===== config.mk =====
export PLATFORM = sky130hd
export DESIGN_NAME = rdt_block
export DESIGN_NICKNAME = d
export VERILOG_FILES = /design/src/hdl/rdt_pkg.sv /design/src/hdl/rdt_block.sv
export SDC_FILE = /design/constraint.sdc
export NUM_CORES = 1
export LEC_CHECK = 0
export BUFFER_PORTS_ARGS = -buffer_cell sky130_fd_sc_hd__buf_2
export CAP_MARGIN = 20
export CELL_PAD_IN_SITES_DETAIL_PLACEMENT = 1
export CELL_PAD_IN_SITES_GLOBAL_PLACEMENT = 2
export CORE_MARGIN = 2
export CORE_UTILIZATION = 43
export DETAILED_ROUTE_END_ITERATION = 10
export PLACE_DENSITY_LB_ADDON = 0.1
export SLEW_MARGIN = 20
export SYNTH_ARGS = -nofsm -noshare
export SYNTH_HDL_FRONTEND = slang
export SYNTH_SLANG_ARGS = --single-unit

===== constraint.sdc =====
create_clock -name ref_clk -period 30.3 [get_ports ref_clk]
set_input_delay 6.06 -clock ref_clk [delete_from_list [all_inputs] [get_ports ref_clk]]
set_output_delay 6.06 -clock ref_clk [all_outputs]
set_load 0.02 [all_outputs]

===== src/hdl/rdt_pkg.sv =====
package rdt_pkg;

  // ----------------------------------------------------------------
  // Register map
  // ----------------------------------------------------------------
  localparam logic [7:0] ADDR_START_MONTH = 8'h20;
  localparam logic [7:0] ADDR_START_DW    = 8'h21;
  localparam logic [7:0] ADDR_START_DATE  = 8'h22;
  localparam logic [7:0] ADDR_START_HOUR  = 8'h23;
  localparam logic [7:0] ADDR_END_MONTH   = 8'h24;
  localparam logic [7:0] ADDR_END_DW      = 8'h25;
  localparam logic [7:0] ADDR_END_DATE    = 8'h26;
  localparam logic [7:0] ADDR_END_HOUR    = 8'h27;
  localparam logic [7:0] ADDR_TEMP_LOW    = 8'h28;
  localparam logic [7:0] ADDR_TEMP_HIGH   = 8'h29;
  localparam logic [7:0] ADDR_TURNOVER    = 8'h2c;
  localparam logic [7:0] ADDR_HOT_COEFF   = 8'h2d;

  // ----------------------------------------------------------------
  // Writable bits and reset values
  // ----------------------------------------------------------------
  localparam logic [7:0] MASK_START_MONTH = 8'h9f;
  localparam logic [7:0] MASK_MONTH       = 8'h1f;
  localparam logic [7:0] MASK_DAY_WEEK    = 8'h7f;
  localparam logic [7:0] MASK_DATE_HOUR   = 8'h3f;
  localparam logic [7:0] MASK_TURNOVER    = 8'h1f;
  localparam logic [7:0] MASK_HOT_COEFF   = 8'h7f;
  localparam logic [7:0] RESET_START_MON  = 8'h00;
  localparam logic [7:0] RESET_END_MON    = 8'h10;
  localparam logic [7:0] RESET_ZERO       = 8'h00;

  // ----------------------------------------------------------------
  // Field positions
  // ----------------------------------------------------------------
  localparam int ENABLE_BIT    = 7;
  localparam int PRIORITY_BIT  = 6;
  localparam int CLOCK_24H_BIT     = 7;
  localparam int HOUR_PM_BIT       = 5;
  localparam int TURNOVER_SIGN_BIT = 4;
  localparam logic [2:0] WEEK_LAST = 3'h7;

  // ----------------------------------------------------------------
  // Compensation arithmetic
  // ----------------------------------------------------------------
  localparam int          TEMP_W        = 10;
  localparam int          NET_W         = 16;
  localparam logic [11:0] TURNOVER_BASE = 12'h254;
  localparam int          CURVE_SHIFT   = 12;
  localparam logic [7:0]  TRIM_OFFSET   = 8'h10;

  // ----------------------------------------------------------------
  // Timing
  // ----------------------------------------------------------------
  localparam longint CLOCK_HZ          = 100000000;
  localparam longint SENSE_INTERVAL_MS = 1000;
  localparam longint SENSE_CYCLES      = SENSE_INTERVAL_MS * CLOCK_HZ / 1000;

  // ----------------------------------------------------------------
  // Carriers
  // ----------------------------------------------------------------
  typedef struct packed {
    logic [7:0] year;
    logic [7:0] month;
    logic [7:0] date;
    logic [2:0] weekday;
    logic [7:0] hour;
  } rdt_time_type;

  typedef struct packed {
    logic       wr;
    logic       rd;
    logic [7:0] addr;
    logic [7:0] wdata;
  } rdt_req_type;

endpackage


===== src/hdl/rdt_block.sv =====
`timescale 1ns/1ps
module rdt_block
  import rdt_pkg::*;
#(
  parameter longint                  SENSE_PERIOD = SENSE_CYCLES,
  parameter logic [6:0]              HOT_RESET    = 7'h00,
  parameter logic [TEMP_W-1:0]       TEMP_RESET   = 10'h254
) (
  input  wire logic                  ref_clk,
  input  wire logic                  sys_rst,
  input  wire rdt_req_type           reg_req,
  output logic [7:0]                 reg_rdata,
  input  wire rdt_time_type          clock_now,
  input  wire logic                  hour_tick,
  output logic                       hour_step_fwd,
  output logic                       hour_step_back,
  output logic                       daylight_applied_flag,
  input  wire logic                  temp_sense_enable,
  output logic                       sense_start,
  input  wire logic                  sense_done,
  input  wire logic [TEMP_W-1:0]     sense_value,
  output logic [TEMP_W-1:0]          temperature_code,
  input  wire logic [6:0]            cold_curvature_coeff,
  input  wire logic signed [NET_W-1:0] initial_correction,
  output logic signed [NET_W-1:0]    net_correction,
  input  wire logic [4:0]            trim_step_scale,
  input  wire logic [5:0]            final_analog_trim,
  input  wire logic [4:0]            final_digital_trim,
  output logic                       trim_consistent
);

  // ----------------------------------------------------------------
  // Calendar helpers
  // ----------------------------------------------------------------
  function automatic logic [6:0] bcd_to_bin(input logic [7:0] b);
    logic [6:0] tens;
    tens = 7'(b[7:4]);
    return 7'((tens << 3) + (tens << 1) + 7'(b[3:0]));
  endfunction

  // Hour byte as 0..23, read in the clock's current 12/24-hour mode.
  function automatic logic [4:0] to_hour24(input logic [7:0] h, input logic h24_mode);
    logic [4:0] h12;
    h12 = 5'(bcd_to_bin({3'h0, h[4:0]}));
    if (h24_mode) begin
      return 5'(bcd_to_bin({2'h0, h[5:0]}));
    end
    if (h12 == 5'h0c) begin
      return h[HOUR_PM_BIT] ? 5'h0c : 5'h00;
    end
    return h[HOUR_PM_BIT] ? 5'(h12 + 5'h0c) : h12;
  endfunction

  function automatic logic [4:0] month_days(input logic [6:0] mon, input logic leap);
    case (mon)
      7'h02:                      return leap ? 5'h1d : 5'h1c;
      7'h04, 7'h06, 7'h09, 7'h0b: return 5'h1e;
      default:                    return 5'h1f;
    endcase
  endfunction

  // ----------------------------------------------------------------
  // Registers
  // ----------------------------------------------------------------
  logic [7:0] start_month;
  logic [7:0] start_day_week;
  logic [7:0] start_date;
  logic [7:0] start_hour;
  logic [7:0] end_month;
  logic [7:0] end_day_week;
  logic [7:0] end_date;
  logic [7:0] end_hour;
  logic [7:0] turnover_field;
  logic [7:0] hot_curvature_coeff;

  wire wr_start_month = reg_req.wr && reg_req.addr == ADDR_START_MONTH;
  wire daylight_enable_bit = start_month[ENABLE_BIT];
  wire enable_rise = wr_start_month && reg_req.wdata[ENABLE_BIT] && !daylight_enable_bit;
  wire enable_clear = wr_start_month && !reg_req.wdata[ENABLE_BIT];

  always_ff @(posedge ref_clk or posedge sys_rst) begin
    if (sys_rst) begin
      start_month         <= RESET_START_MON;
      start_day_week      <= RESET_ZERO;
      start_date          <= RESET_ZERO;
      start_hour          <= RESET_ZERO;
      end_month           <= RESET_END_MON;
      end_day_week        <= RESET_ZERO;
      end_date            <= RESET_ZERO;
      end_hour            <= RESET_ZERO;
      turnover_field      <= RESET_ZERO;
      hot_curvature_coeff <= {1'b0, HOT_RESET};
    end else if (reg_req.wr) begin
      unique case (reg_req.addr)
        ADDR_START_MONTH: start_month         <= reg_req.wdata & MASK_START_MONTH;
        ADDR_START_DW:    start_day_week      <= reg_req.wdata & MASK_DAY_WEEK;
        ADDR_START_DATE:  start_date          <= reg_req.wdata & MASK_DATE_HOUR;
        ADDR_START_HOUR:  start_hour          <= reg_req.wdata & MASK_DATE_HOUR;
        ADDR_END_MONTH:   end_month           <= reg_req.wdata & MASK_MONTH;
        ADDR_END_DW:      end_day_week        <= reg_req.wdata & MASK_DAY_WEEK;
        ADDR_END_DATE:    end_date            <= reg_req.wdata & MASK_DATE_HOUR;
        ADDR_END_HOUR:    end_hour            <= reg_req.wdata & MASK_DATE_HOUR;
        ADDR_TURNOVER:    turnover_field      <= reg_req.wdata & MASK_TURNOVER;
        ADDR_HOT_COEFF:   hot_curvature_coeff <= reg_req.wdata & MASK_HOT_COEFF;
        default: ;
      endcase
    end
  end

  // ----------------------------------------------------------------
  // Read port
  // ----------------------------------------------------------------
  logic [7:0] next_rdata;

  always_comb begin
    unique case (reg_req.addr)
      ADDR_START_MONTH: next_rdata = start_month;
      ADDR_START_DW:    next_rdata = start_day_week;
      ADDR_START_DATE:  next_rdata = start_date;
      ADDR_START_HOUR:  next_rdata = start_hour;
      ADDR_END_MONTH:   next_rdata = end_month;
      ADDR_END_DW:      next_rdata = end_day_week;
      ADDR_END_DATE:    next_rdata = end_date;
      ADDR_END_HOUR:    next_rdata = end_hour;
      ADDR_TEMP_LOW:    next_rdata = temperature_code[7:0];
      ADDR_TEMP_HIGH:   next_rdata = {6'h00, temperature_code[TEMP_W-1:8]};
      ADDR_TURNOVER:    next_rdata = turnover_field;
      ADDR_HOT_COEFF:   next_rdata = hot_curvature_coeff;
      default:          next_rdata = 8'h00;
    endcase
  end

  always_ff @(posedge ref_clk or posedge sys_rst) begin
    if (sys_rst) begin
      reg_rdata <= 8'h00;
    end else if (reg_req.rd) begin
      reg_rdata <= next_rdata;
    end
  end

  // ----------------------------------------------------------------
  // Schedule matching
  // ----------------------------------------------------------------
  wire [6:0] now_month = bcd_to_bin(clock_now.month);
  wire [6:0] now_date  = bcd_to_bin(clock_now.date);
  wire [6:0] now_year  = bcd_to_bin(clock_now.year);
  wire       now_24h   = clock_now.hour[CLOCK_24H_BIT];
  wire [4:0] now_hour  = to_hour24(clock_now.hour, now_24h);
  wire       now_leap  = now_year[1:0] == 2'h0;
  wire [4:0] now_mdays = month_days(now_month, now_leap);
  wire [6:0] now_week  = 7'((7'(now_date - 7'h01) / 7'h07) + 7'h01);
  wire       now_last  = 7'(now_date + 7'h07) > 7'(now_mdays);

  // Day of the schedule, by weekday/week or by date as the priority bit picks.
  function automatic logic day_match(input logic [7:0] mon, input logic [7:0] dw, input logic [7:0] dt);
    logic week_ok;
    week_ok = (dw[5:3] == WEEK_LAST) ? now_last : (7'(dw[5:3]) == now_week);
    if (bcd_to_bin({3'h0, mon[4:0]}) != now_month) begin
      return 1'b0;
    end
    if (dw[PRIORITY_BIT]) begin
      return week_ok && dw[2:0] == clock_now.weekday;
    end
    return bcd_to_bin({2'h0, dt[5:0]}) == now_date;
  endfunction

  wire       start_day  = day_match(start_month, start_day_week, start_date);
  wire       end_day    = day_match(end_month, end_day_week, end_date);
  wire [4:0] start_h24  = to_hour24(start_hour, now_24h);
  wire [4:0] end_h24    = to_hour24(end_hour, now_24h);
  wire       start_near = start_day && (now_hour == start_h24 || 5'(now_hour + 5'h01) == start_h24);
  wire       end_near   = end_day && (now_hour == end_h24 || 5'(now_hour + 5'h01) == end_h24);
  wire       start_hit  = hour_tick && start_day && now_hour == start_h24;
  wire       end_hit    = hour_tick && end_day && now_hour == end_h24;

  // ----------------------------------------------------------------
  // Daylight saving sequencer
  // ----------------------------------------------------------------
  logic start_armed;
  logic end_armed;

  wire do_forward = daylight_enable_bit && start_armed && start_hit && !daylight_applied_flag;
  wire do_back    = daylight_enable_bit && end_armed && end_hit && daylight_applied_flag;

  // A schedule that is less than one hour away when enabled is skipped
  // until its day has passed.
  always_ff @(posedge ref_clk or posedge sys_rst) begin
    if (sys_rst) begin
      start_armed <= 1'b0;
      end_armed   <= 1'b0;
    end else if (enable_rise) begin
      start_armed <= !start_near;
      end_armed   <= !end_near;
    end else begin
      start_armed <= start_armed || !start_day;
      end_armed   <= end_armed || !end_day;
    end
  end

  // The hardware set wins over a clear by the enable write in the same cycle.
  always_ff @(posedge ref_clk or posedge sys_rst) begin
    if (sys_rst) begin
      daylight_applied_flag <= 1'b0;
    end else if (do_forward) begin
      daylight_applied_flag <= 1'b1;
    end else if (do_back || enable_clear) begin
      daylight_applied_flag <= 1'b0;
    end
  end

  always_ff @(posedge ref_clk or posedge sys_rst) begin
    if (sys_rst) begin
      hour_step_fwd  <= 1'b0;
      hour_step_back <= 1'b0;
    end else begin
      hour_step_fwd  <= do_forward;
      hour_step_back <= do_back;
    end
  end

  // ----------------------------------------------------------------
  // Temperature sensing
  // ----------------------------------------------------------------
  localparam int SENSE_W = $clog2(SENSE_PERIOD + 1);
  localparam logic [SENSE_W-1:0] SENSE_LAST = SENSE_W'(SENSE_PERIOD - 1);

  logic [SENSE_W-1:0] sense_count;
  logic [TEMP_W-1:0]  last_sample;
  logic               have_sample;

  wire               sense_due = temp_sense_enable && sense_count == SENSE_LAST;
  wire [TEMP_W:0]    sample_sum = (TEMP_W+1)'(last_sample) + (TEMP_W+1)'(sense_value);

  always_ff @(posedge ref_clk or posedge sys_rst) begin
    if (sys_rst) begin
      sense_count <= '0;
      sense_start <= 1'b0;
    end else begin
      sense_start <= sense_due;
      if (!temp_sense_enable || sense_due) begin
        sense_count <= '0;
      end else begin
        sense_count <= SENSE_W'(sense_count + 1'b1);
      end
    end
  end

  always_ff @(posedge ref_clk or posedge sys_rst) begin
    if (sys_rst) begin
      last_sample      <= '0;
      have_sample      <= 1'b0;
      temperature_code <= TEMP_RESET;
    end else if (!temp_sense_enable) begin
      have_sample <= 1'b0;
    end else if (sense_done) begin
      last_sample <= sense_value;
      have_sample <= 1'b1;
      if (have_sample) begin
        temperature_code <= sample_sum[TEMP_W:1];
      end
    end
  end

  // ----------------------------------------------------------------
  // Compensation datapath
  // ----------------------------------------------------------------
  wire [11:0] turnover_mag = {8'h00, turnover_field[3:0]};
  wire [11:0] turnover_reference = turnover_field[TURNOVER_SIGN_BIT] ?
                                   12'(TURNOVER_BASE - turnover_mag) :
                                   12'(TURNOVER_BASE + turnover_mag);
  wire        is_hot       = {2'h0, temperature_code} > turnover_reference;
  wire [6:0]  curvature    = is_hot ? hot_curvature_coeff[6:0] : cold_curvature_coeff;
  wire signed [12:0] temp_delta = $signed({3'h0, temperature_code}) - $signed({1'b0, turnover_reference});
  wire [12:0] delta_mag    = temp_delta[12] ? 13'(-temp_delta) : 13'(temp_delta);
  wire [25:0] delta_sq     = delta_mag * delta_mag;
  wire [32:0] curve_prod   = 33'(curvature) * 33'(delta_sq);
  wire [20:0] curve_term   = 21'(curve_prod >> CURVE_SHIFT);
  wire signed [21:0] thermal_correction = $signed({1'b0, curve_term});
  wire signed [21:0] next_net = 22'(initial_correction) + thermal_correction;

  // Prediction from the final trims: 2 * (scale * analog - (digital - 16)).
  wire signed [15:0] trim_prod  = $signed({5'h00, 11'(trim_step_scale * final_analog_trim)});
  wire signed [15:0] trim_dig   = $signed({8'h00, 3'h0, final_digital_trim}) - $signed({8'h00, TRIM_OFFSET});
  wire signed [15:0] trim_net   = 16'((trim_prod - trim_dig) <<< 1);

  always_ff @(posedge ref_clk or posedge sys_rst) begin
    if (sys_rst) begin
      net_correction  <= '0;
      trim_consistent <= 1'b0;
    end else begin
      net_correction  <= NET_W'(next_net);
      trim_consistent <= NET_W'(next_net) == trim_net;
    end
  end

endmodule


After elaboration in Yosys (flattened, before gate mapping). Index checks and enable logic that the tools add are counted.

Word-level logic and storage cells: 210. Output and inout bits: 39. Input bits: 107. Flip-flop bits (word level): 140.

$lt $le $gt $ge: 2. $mul: 3. Reductions and logical operators: 48. Divide/modulo/power cells: 1. Equal/unequal tests: 37. Add/subtract/negate cells: 42. Muxes and demuxes: 54.

Operators with widths (number): == test 8 x 6 -> 1 bit (second input constant) (12); case mux 8 bit (12 select lines) (1); 2-to-1 mux 5 bit (15); adder 5 x 4 -> 5 bit (6); 2-to-1 mux 1 bit (30); multiplier 7 x 26 -> 28 bit (1); adder 27 x 1 -> 27 bit (second input constant) (1); == test 27 bit (second input constant) (1); 2-to-1 mux 27 bit (1); multiplier 13 x 13 -> 26 bit (1); adder 4 x 2 -> 5 bit (5); AND reduction 2 bit (11); == test 5 bit (4); logical AND 1 bit (19); adder 16 bit (1); == test 16 x 14 -> 1 bit (1); adder 5 x 3 -> 5 bit (3); adder 5 x 4 -> 5 bit (second input constant) (3); == test 5 x 4 -> 1 bit (second input constant) (3); adder 6 x 4 -> 7 bit (2); adder 7 x 4 -> 7 bit (2); adder 7 x 5 -> 7 bit (2); == test 3 x 7 -> 1 bit (2); == test 7 x 3 -> 1 bit (second input constant) (2); other kinds (37) (58).

Depth between registers and ports, before layout.
Depth in word-level cells: 18. Mapped depth: 66. Mapped depth without buffers: 66.

Worst setup path after synthesis. Ideal clock, no wire load.

Path kind: register -> register. Start point: register turnover_field[0]. End point: register trim_consistent. Stages on the path, launching flop included: 61. Setup time: 77 ps. Buffers on the path: 0. Slack: 15969 ps. Data arrival time: 14254 ps. Clock period less this slack: 14331 ps. Data required time: 30223 ps. Cell sequence: dfrtp_1 -> inv_1 -> ha_1 -> nor2b_1 -> xnor2_1 -> ha_1 -> a21oi_1 -> nand2_1 -> a21o_1 -> a21oi_1 -> xnor2_1 -> or4_1 -> nor2_1 -> nand2_1 -> nand2_1 -> xor2_1 -> nand2_1 -> fa_1 -> [... 25 more ...] -> nor2b_1 -> a221oi_1 -> o31ai_4 -> o22a_2 -> a41o_2 -> o41ai_2 -> o21bai_1 -> a21oi_1 -> xnor2_1 -> ha_1 -> a2111o_1 -> o221ai_1 -> xnor2_1 -> xnor2_1 -> xnor3_1 -> xnor3_1 -> or4_1 -> a21oi_1.

Longest elaborated chain between the ends: 9. Elaborated cells between the ends (all ways): 12. Those cells by class: add/sub: 5; mul: 2; order compare: 1; eq/ne: 1; mux: 3.

Ends and longest elaborated chain: from (decl) (RTL line rdt_block.sv:73) `logic [7:0] turnover_field;`; from (signal assigned) (RTL line rdt_block.sv:103) `ADDR_TURNOVER: turnover_field <= reg_req.wdata & MASK_TURNOVER;`; adder 10 x 4 -> 11 bit or subtractor 10 x 4 -> 11 bit (tied branches) (RTL line rdt_block.sv:270, rdt_block.sv:269); 2-to-1 mux 12 bit (*) (RTL line rdt_block.sv:268) `wire [11:0] turnover_reference = turnover_field[TURNOVER_SIGN_BIT] ?`; subtractor 10 x 12 -> 13 bit (RTL line rdt_block.sv:273) `wire signed [12:0] temp_delta = $signed({3'h0, temperature_code}) - $signed({1'b0, turnover_reference});`; negation 13 bit (RTL line rdt_block.sv:274) `wire [12:0] delta_mag = temp_delta[12] ? 13'(-temp_delta) : 13'(temp_delta);`; 2-to-1 mux 13 bit (RTL line rdt_block.sv:274); multiplier 13 x 13 -> 26 bit (RTL line rdt_block.sv:275) `wire [25:0] delta_sq = delta_mag * delta_mag;`; multiplier 7 x 26 -> 28 bit (*) (RTL line rdt_block.sv:276) `wire [32:0] curve_prod = 33'(curvature) * 33'(delta_sq);`; adder 16 bit (*) (RTL line rdt_block.sv:279) `wire signed [21:0] next_net = 22'(initial_correction) + thermal_correction;`; named net next_net[15] (RTL line rdt_block.sv:279); == test 16 x 14 -> 1 bit (*) (RTL line rdt_block.sv:292) `trim_consistent <= NET_W'(next_net) == trim_net;`; to (signal assigned) (RTL line rdt_block.sv:292); to (decl) (RTL line rdt_block.sv:29) `output logic trim_consistent`.

The timed path passes the listed nets; every way through them passes the cells marked *. A chain may end at the register's enable or synchronous reset.

Final worst setup path. Same ends and word-level chain as after synthesis.

==> flow_summary.rst <==
.. list-table::
   :header-rows: 1

   * - Metric
     - Value
   * - Commonest non-fill, non-tap cells in the layout
     - sky130_fd_sc_hd__inv_1 (367), sky130_fd_sc_hd__fa_1 (229), sky130_fd_sc_hd__ha_1 (220), sky130_fd_sc_hd__nor2_1 (189), sky130_fd_sc_hd__nand2_1 (185)
   * - DRC violations left
     - 0
   * - Share of Yosys cell area claimed by the top area cell type
     - 0.220
   * - Overflow left after global routing
     - 0
   * - Clock-pin slew of the registers on the worst-case setup and hold paths
     - 60 ps
   * - Inserted Diodes
     - 0
   * - Unrepaired setup endpoints after global routing
     - no
   * - Most area-hungry cell type in the Yosys netlist
     - sky130_fd_sc_hd__fa_1
   * - Dpl hpwl
     - ~50,000 um
   * - Die outline height
     - 224 um
   * - Number of failing setup endpoints in the final timing report
     - 0
   * - Total clock sinks
     - 140
   * - Die Wd
     - 224 um
   * - CTS H-tree lvls
     - 4
   * - Violation count after the first detailed-routing iteration
     - 768
   * - Worst setup path class
     - reg -> reg
   * - Count of hold-fix buffers inserted at cts
     - 0
   * - Number of buffers on the longest clock path
     - 2
   * - # IOs
     - 146
   * - Number of flip-flops and latches in the synthesized netlist
     - between 100 and 150
   * - Final Slew Violations
     - 0
   * - Die area
     - between 0.05 and 0.06 sq mm
   * - Multi-input combinational cell area
     - 0.0158 sq mm
   * - Element type at the critical path start
     - flip-flop
   * - Buffer cell driving the clock tree root
     - sky130_fd_sc_hd__clkbuf_16
   * - Setup repair bufs after CTS
     - 0
   * - Share of final-layout standard cells stronger than drive strength 1
     - 0.116
   * - Setup slack at placement
     - 13,830 ps
   * - Number of vias per cell
     - 5.39
   * - Crit path max fanout
     - 8
   * - Fraction of registers with async set/reset
     - 1.00
   * - Data arrival at the endpoint of the critical path
     - 16,670 ps
   * - Number of rows in the core area
     - 80
   * - Period utilisation layout
     - 0.537
   * - Area growth from synthesis to layout
     - 10.4%
   * - CP dominant cell by count
     - sky130_fd_sc_hd__fa_1
   * - Drt first pass iters
     - 5
   * - Slew HR
     - 0.303
   * - Wire length after detailed routing
     - 59,100 um
   * - Port-buffer cells
     - 139
   * - Minimum clock period after layout
     - 16,290 ps
   * - Total number of yosys warnings
     - 0
   * - Mapped cell area
     - 0.0208 sq mm
   * - Minimum setup slack in the final design
     - about 14,000 ps
   * - Worst path slowest cell
     - sky130_fd_sc_hd__xnor2_1
   * - Inserted Clock Buffers
     - 17
   * - Placer's final routability congestion estimate
     - 0.840
   * - Post_cts resized
     - 0
   * - Largest net degree at the start of global routing
     - 78
   * - Setup total negative slack
     - 0 ps
   * - Detail-routed net length per standard cell
     - between 15 and 20 um
   * - Fill count
     - 5,623
   * - Via count of the routed design
     - 16,800
   * - Run status
     - finished clean
   * - Seq. cell area
     - 0.00351 sq mm
   * - Maximum clock rate
     - 61.4 MHz
   * - Critical Path Sink Type
     - flip-flop
   * - Path category of the worst min-delay check
     - reg -> reg
   * - Vias in the first global route
     - between 15,000 and 20,000
   * - Core Box Area
     - around 0.048 sq mm
   * - Most common cell after layout, fill and taps aside
     - sky130_fd_sc_hd__inv_1
   * - Slowest stage delay, CP
     - 650 ps
   * - Final Skew
     - between 10 and 15 ps
   * - Transition time of the tightest slew-check pin
     - 1050 ps
   * - EDFF count, synth
     - 0
   * - Top_reg_cell synth
     - sky130_fd_sc_hd__dfrtp_1
   * - Number of nets with antenna violations after detailed routing
     - 0
   * - Sequential cell area fraction in the yosys report
     - 0.169
   * - Global-route wire length before repair
     - ~98,000 um
   * - Count of mapped cells out of synthesis
     - 2,320
   * - Final count of hold timing violations
     - 0
   * - Number of antenna violations at the first check in global routing
     - 2
   * - Post-Synthesis Mean Instance Area
     - 8.96 sq um
   * - Unique cell type count in the Yosys netlist
     - 86
   * - Later-pin clock latency in the skew report
     - approximately 460 ps
   * - Clock tree from TritonCTS
     - done
   * - Total global-route track usage
     - 0.249
   * - Starting density of the core
     - 0.435
   * - Total of max-cap violations
     - 0
   * - Cell types occupying the most area after synthesis
     - sky130_fd_sc_hd__fa_1 (22%), sky130_fd_sc_hd__dfrtp_1 (16%), sky130_fd_sc_hd__ha_1 (13%)
   * - WP data required
     - slightly above 30,000 ps
   * - Post-layout net count
     - 3,041
-- path summary, 6_finish.rpt --
check / from / endpoint / slack [ps] / cells after the start
worst max-delay path: turnover_field[0] / trim_consistent / 14010 / 60
min in group asynchronous: sys_rst / have_sample / 5680 / 2
max in group asynchronous: sys_rst / start_date[0] / 23180 / 3
worst max register to register: turnover_field[0] / trim_consistent / 14010 / 60
worst min register to register: sense_count[0] / sense_count[0] / 480 / 1
worst min-delay path: sense_count[0] / sense_count[0] / 480 / 1
-- final cells by class --
| class | count | share of cell area |
|---|---|---|
| clock inverters | 13 | 0.00725 |
| clock buffers | 19 | 0.0193 |
| multi-input cells | 1800 | 0.690 |
| repair buffers | 157 | 0.0362 |
| inverters | 369 | 0.0606 |
| well taps | 615 | 0.0335 |
| flip-flops and latches | 140 | 0.153 |
-- worst max-delay path: cells and delay by family, from the launching register on --
kind            cells  cell delay [ps]
flops               1              430
buf+inv            10             1040
simple gates       12             2100
fa+ha+maj          14             6430
xor+xnor            7             2360
compound gates     17             3820
-- synthesized netlist by cell type, drive strengths merged, types with 52 or more instances --
| cell type | number |
|---|---|
| inv | 368 |
| fa | 229 |
| ha | 220 |
| nor2 | 190 |
| nand2 | 185 |
| dfrtp | 135 |
| xnor2 | 127 |
| a21oi | 95 |
| mux2 | 79 |
| xor2 | 78 |
| o21ai | 58 |
| and2 | 52 |
-- state kept, by name, indices dropped and copies added (netlist names), 5 cells and up --
name,flops
sense_count,27
net_correction,16
last_sample,10
temperature_code,10
reg_rdata,8
end_day_week,7
hot_curvature_coeff,7
start_day_week,7
end_date,6
end_hour,6
start_date,6
start_hour,6
start_month,6
end_month,5
turnover_field,5
-- cell families after synthesis --
family	after synthesis	synth area share
fa+ha+maj	449	0.353
other cells	2	0.000361
compound gates	348	0.112
buf+inv	422	0.0768
mux	99	0.0530
simple gates	653	0.148
flops	140	0.169
xor+xnor	207	0.0885
-- routing by layer --
| layer | GRT usage | routed length (um) | share of wire |
|---|---|---|---|
| met2 | 0.427 | 28700 | 0.49 |
| met3 | 0.0328 | 1930 | 0.033 |
| met5 | 0 | 24 | 0.00041 |
| met1 | 0.332 | 27400 | 0.46 |
| met4 | 0.0604 | 1020 | 0.017 |
-- stage by stage --
| step | utilization | cell area (sq um) | hold slack (ps) | instances |
|---|---|---|---|---|
| 6_report | 0.481 | 23000 | 484 | 3113 |
| 3_3_place_gp | 0.468 | 22300 | 474 | 3081 |
| 2_1_floorplan | - | 20900 | 455 | 2362 |
| 4_1_cts | 0.481 | 23000 | 489 | 3113 |
| 5_1_grt | 0.481 | 23000 | 525 | 3113 |
| 3_5_place_dp | 0.468 | 22300 | 481 | 3081 |
Power is left out: the tool's default activity adds up to more than one toggle a clock period on the data nets, which glitch-free logic cannot reach.
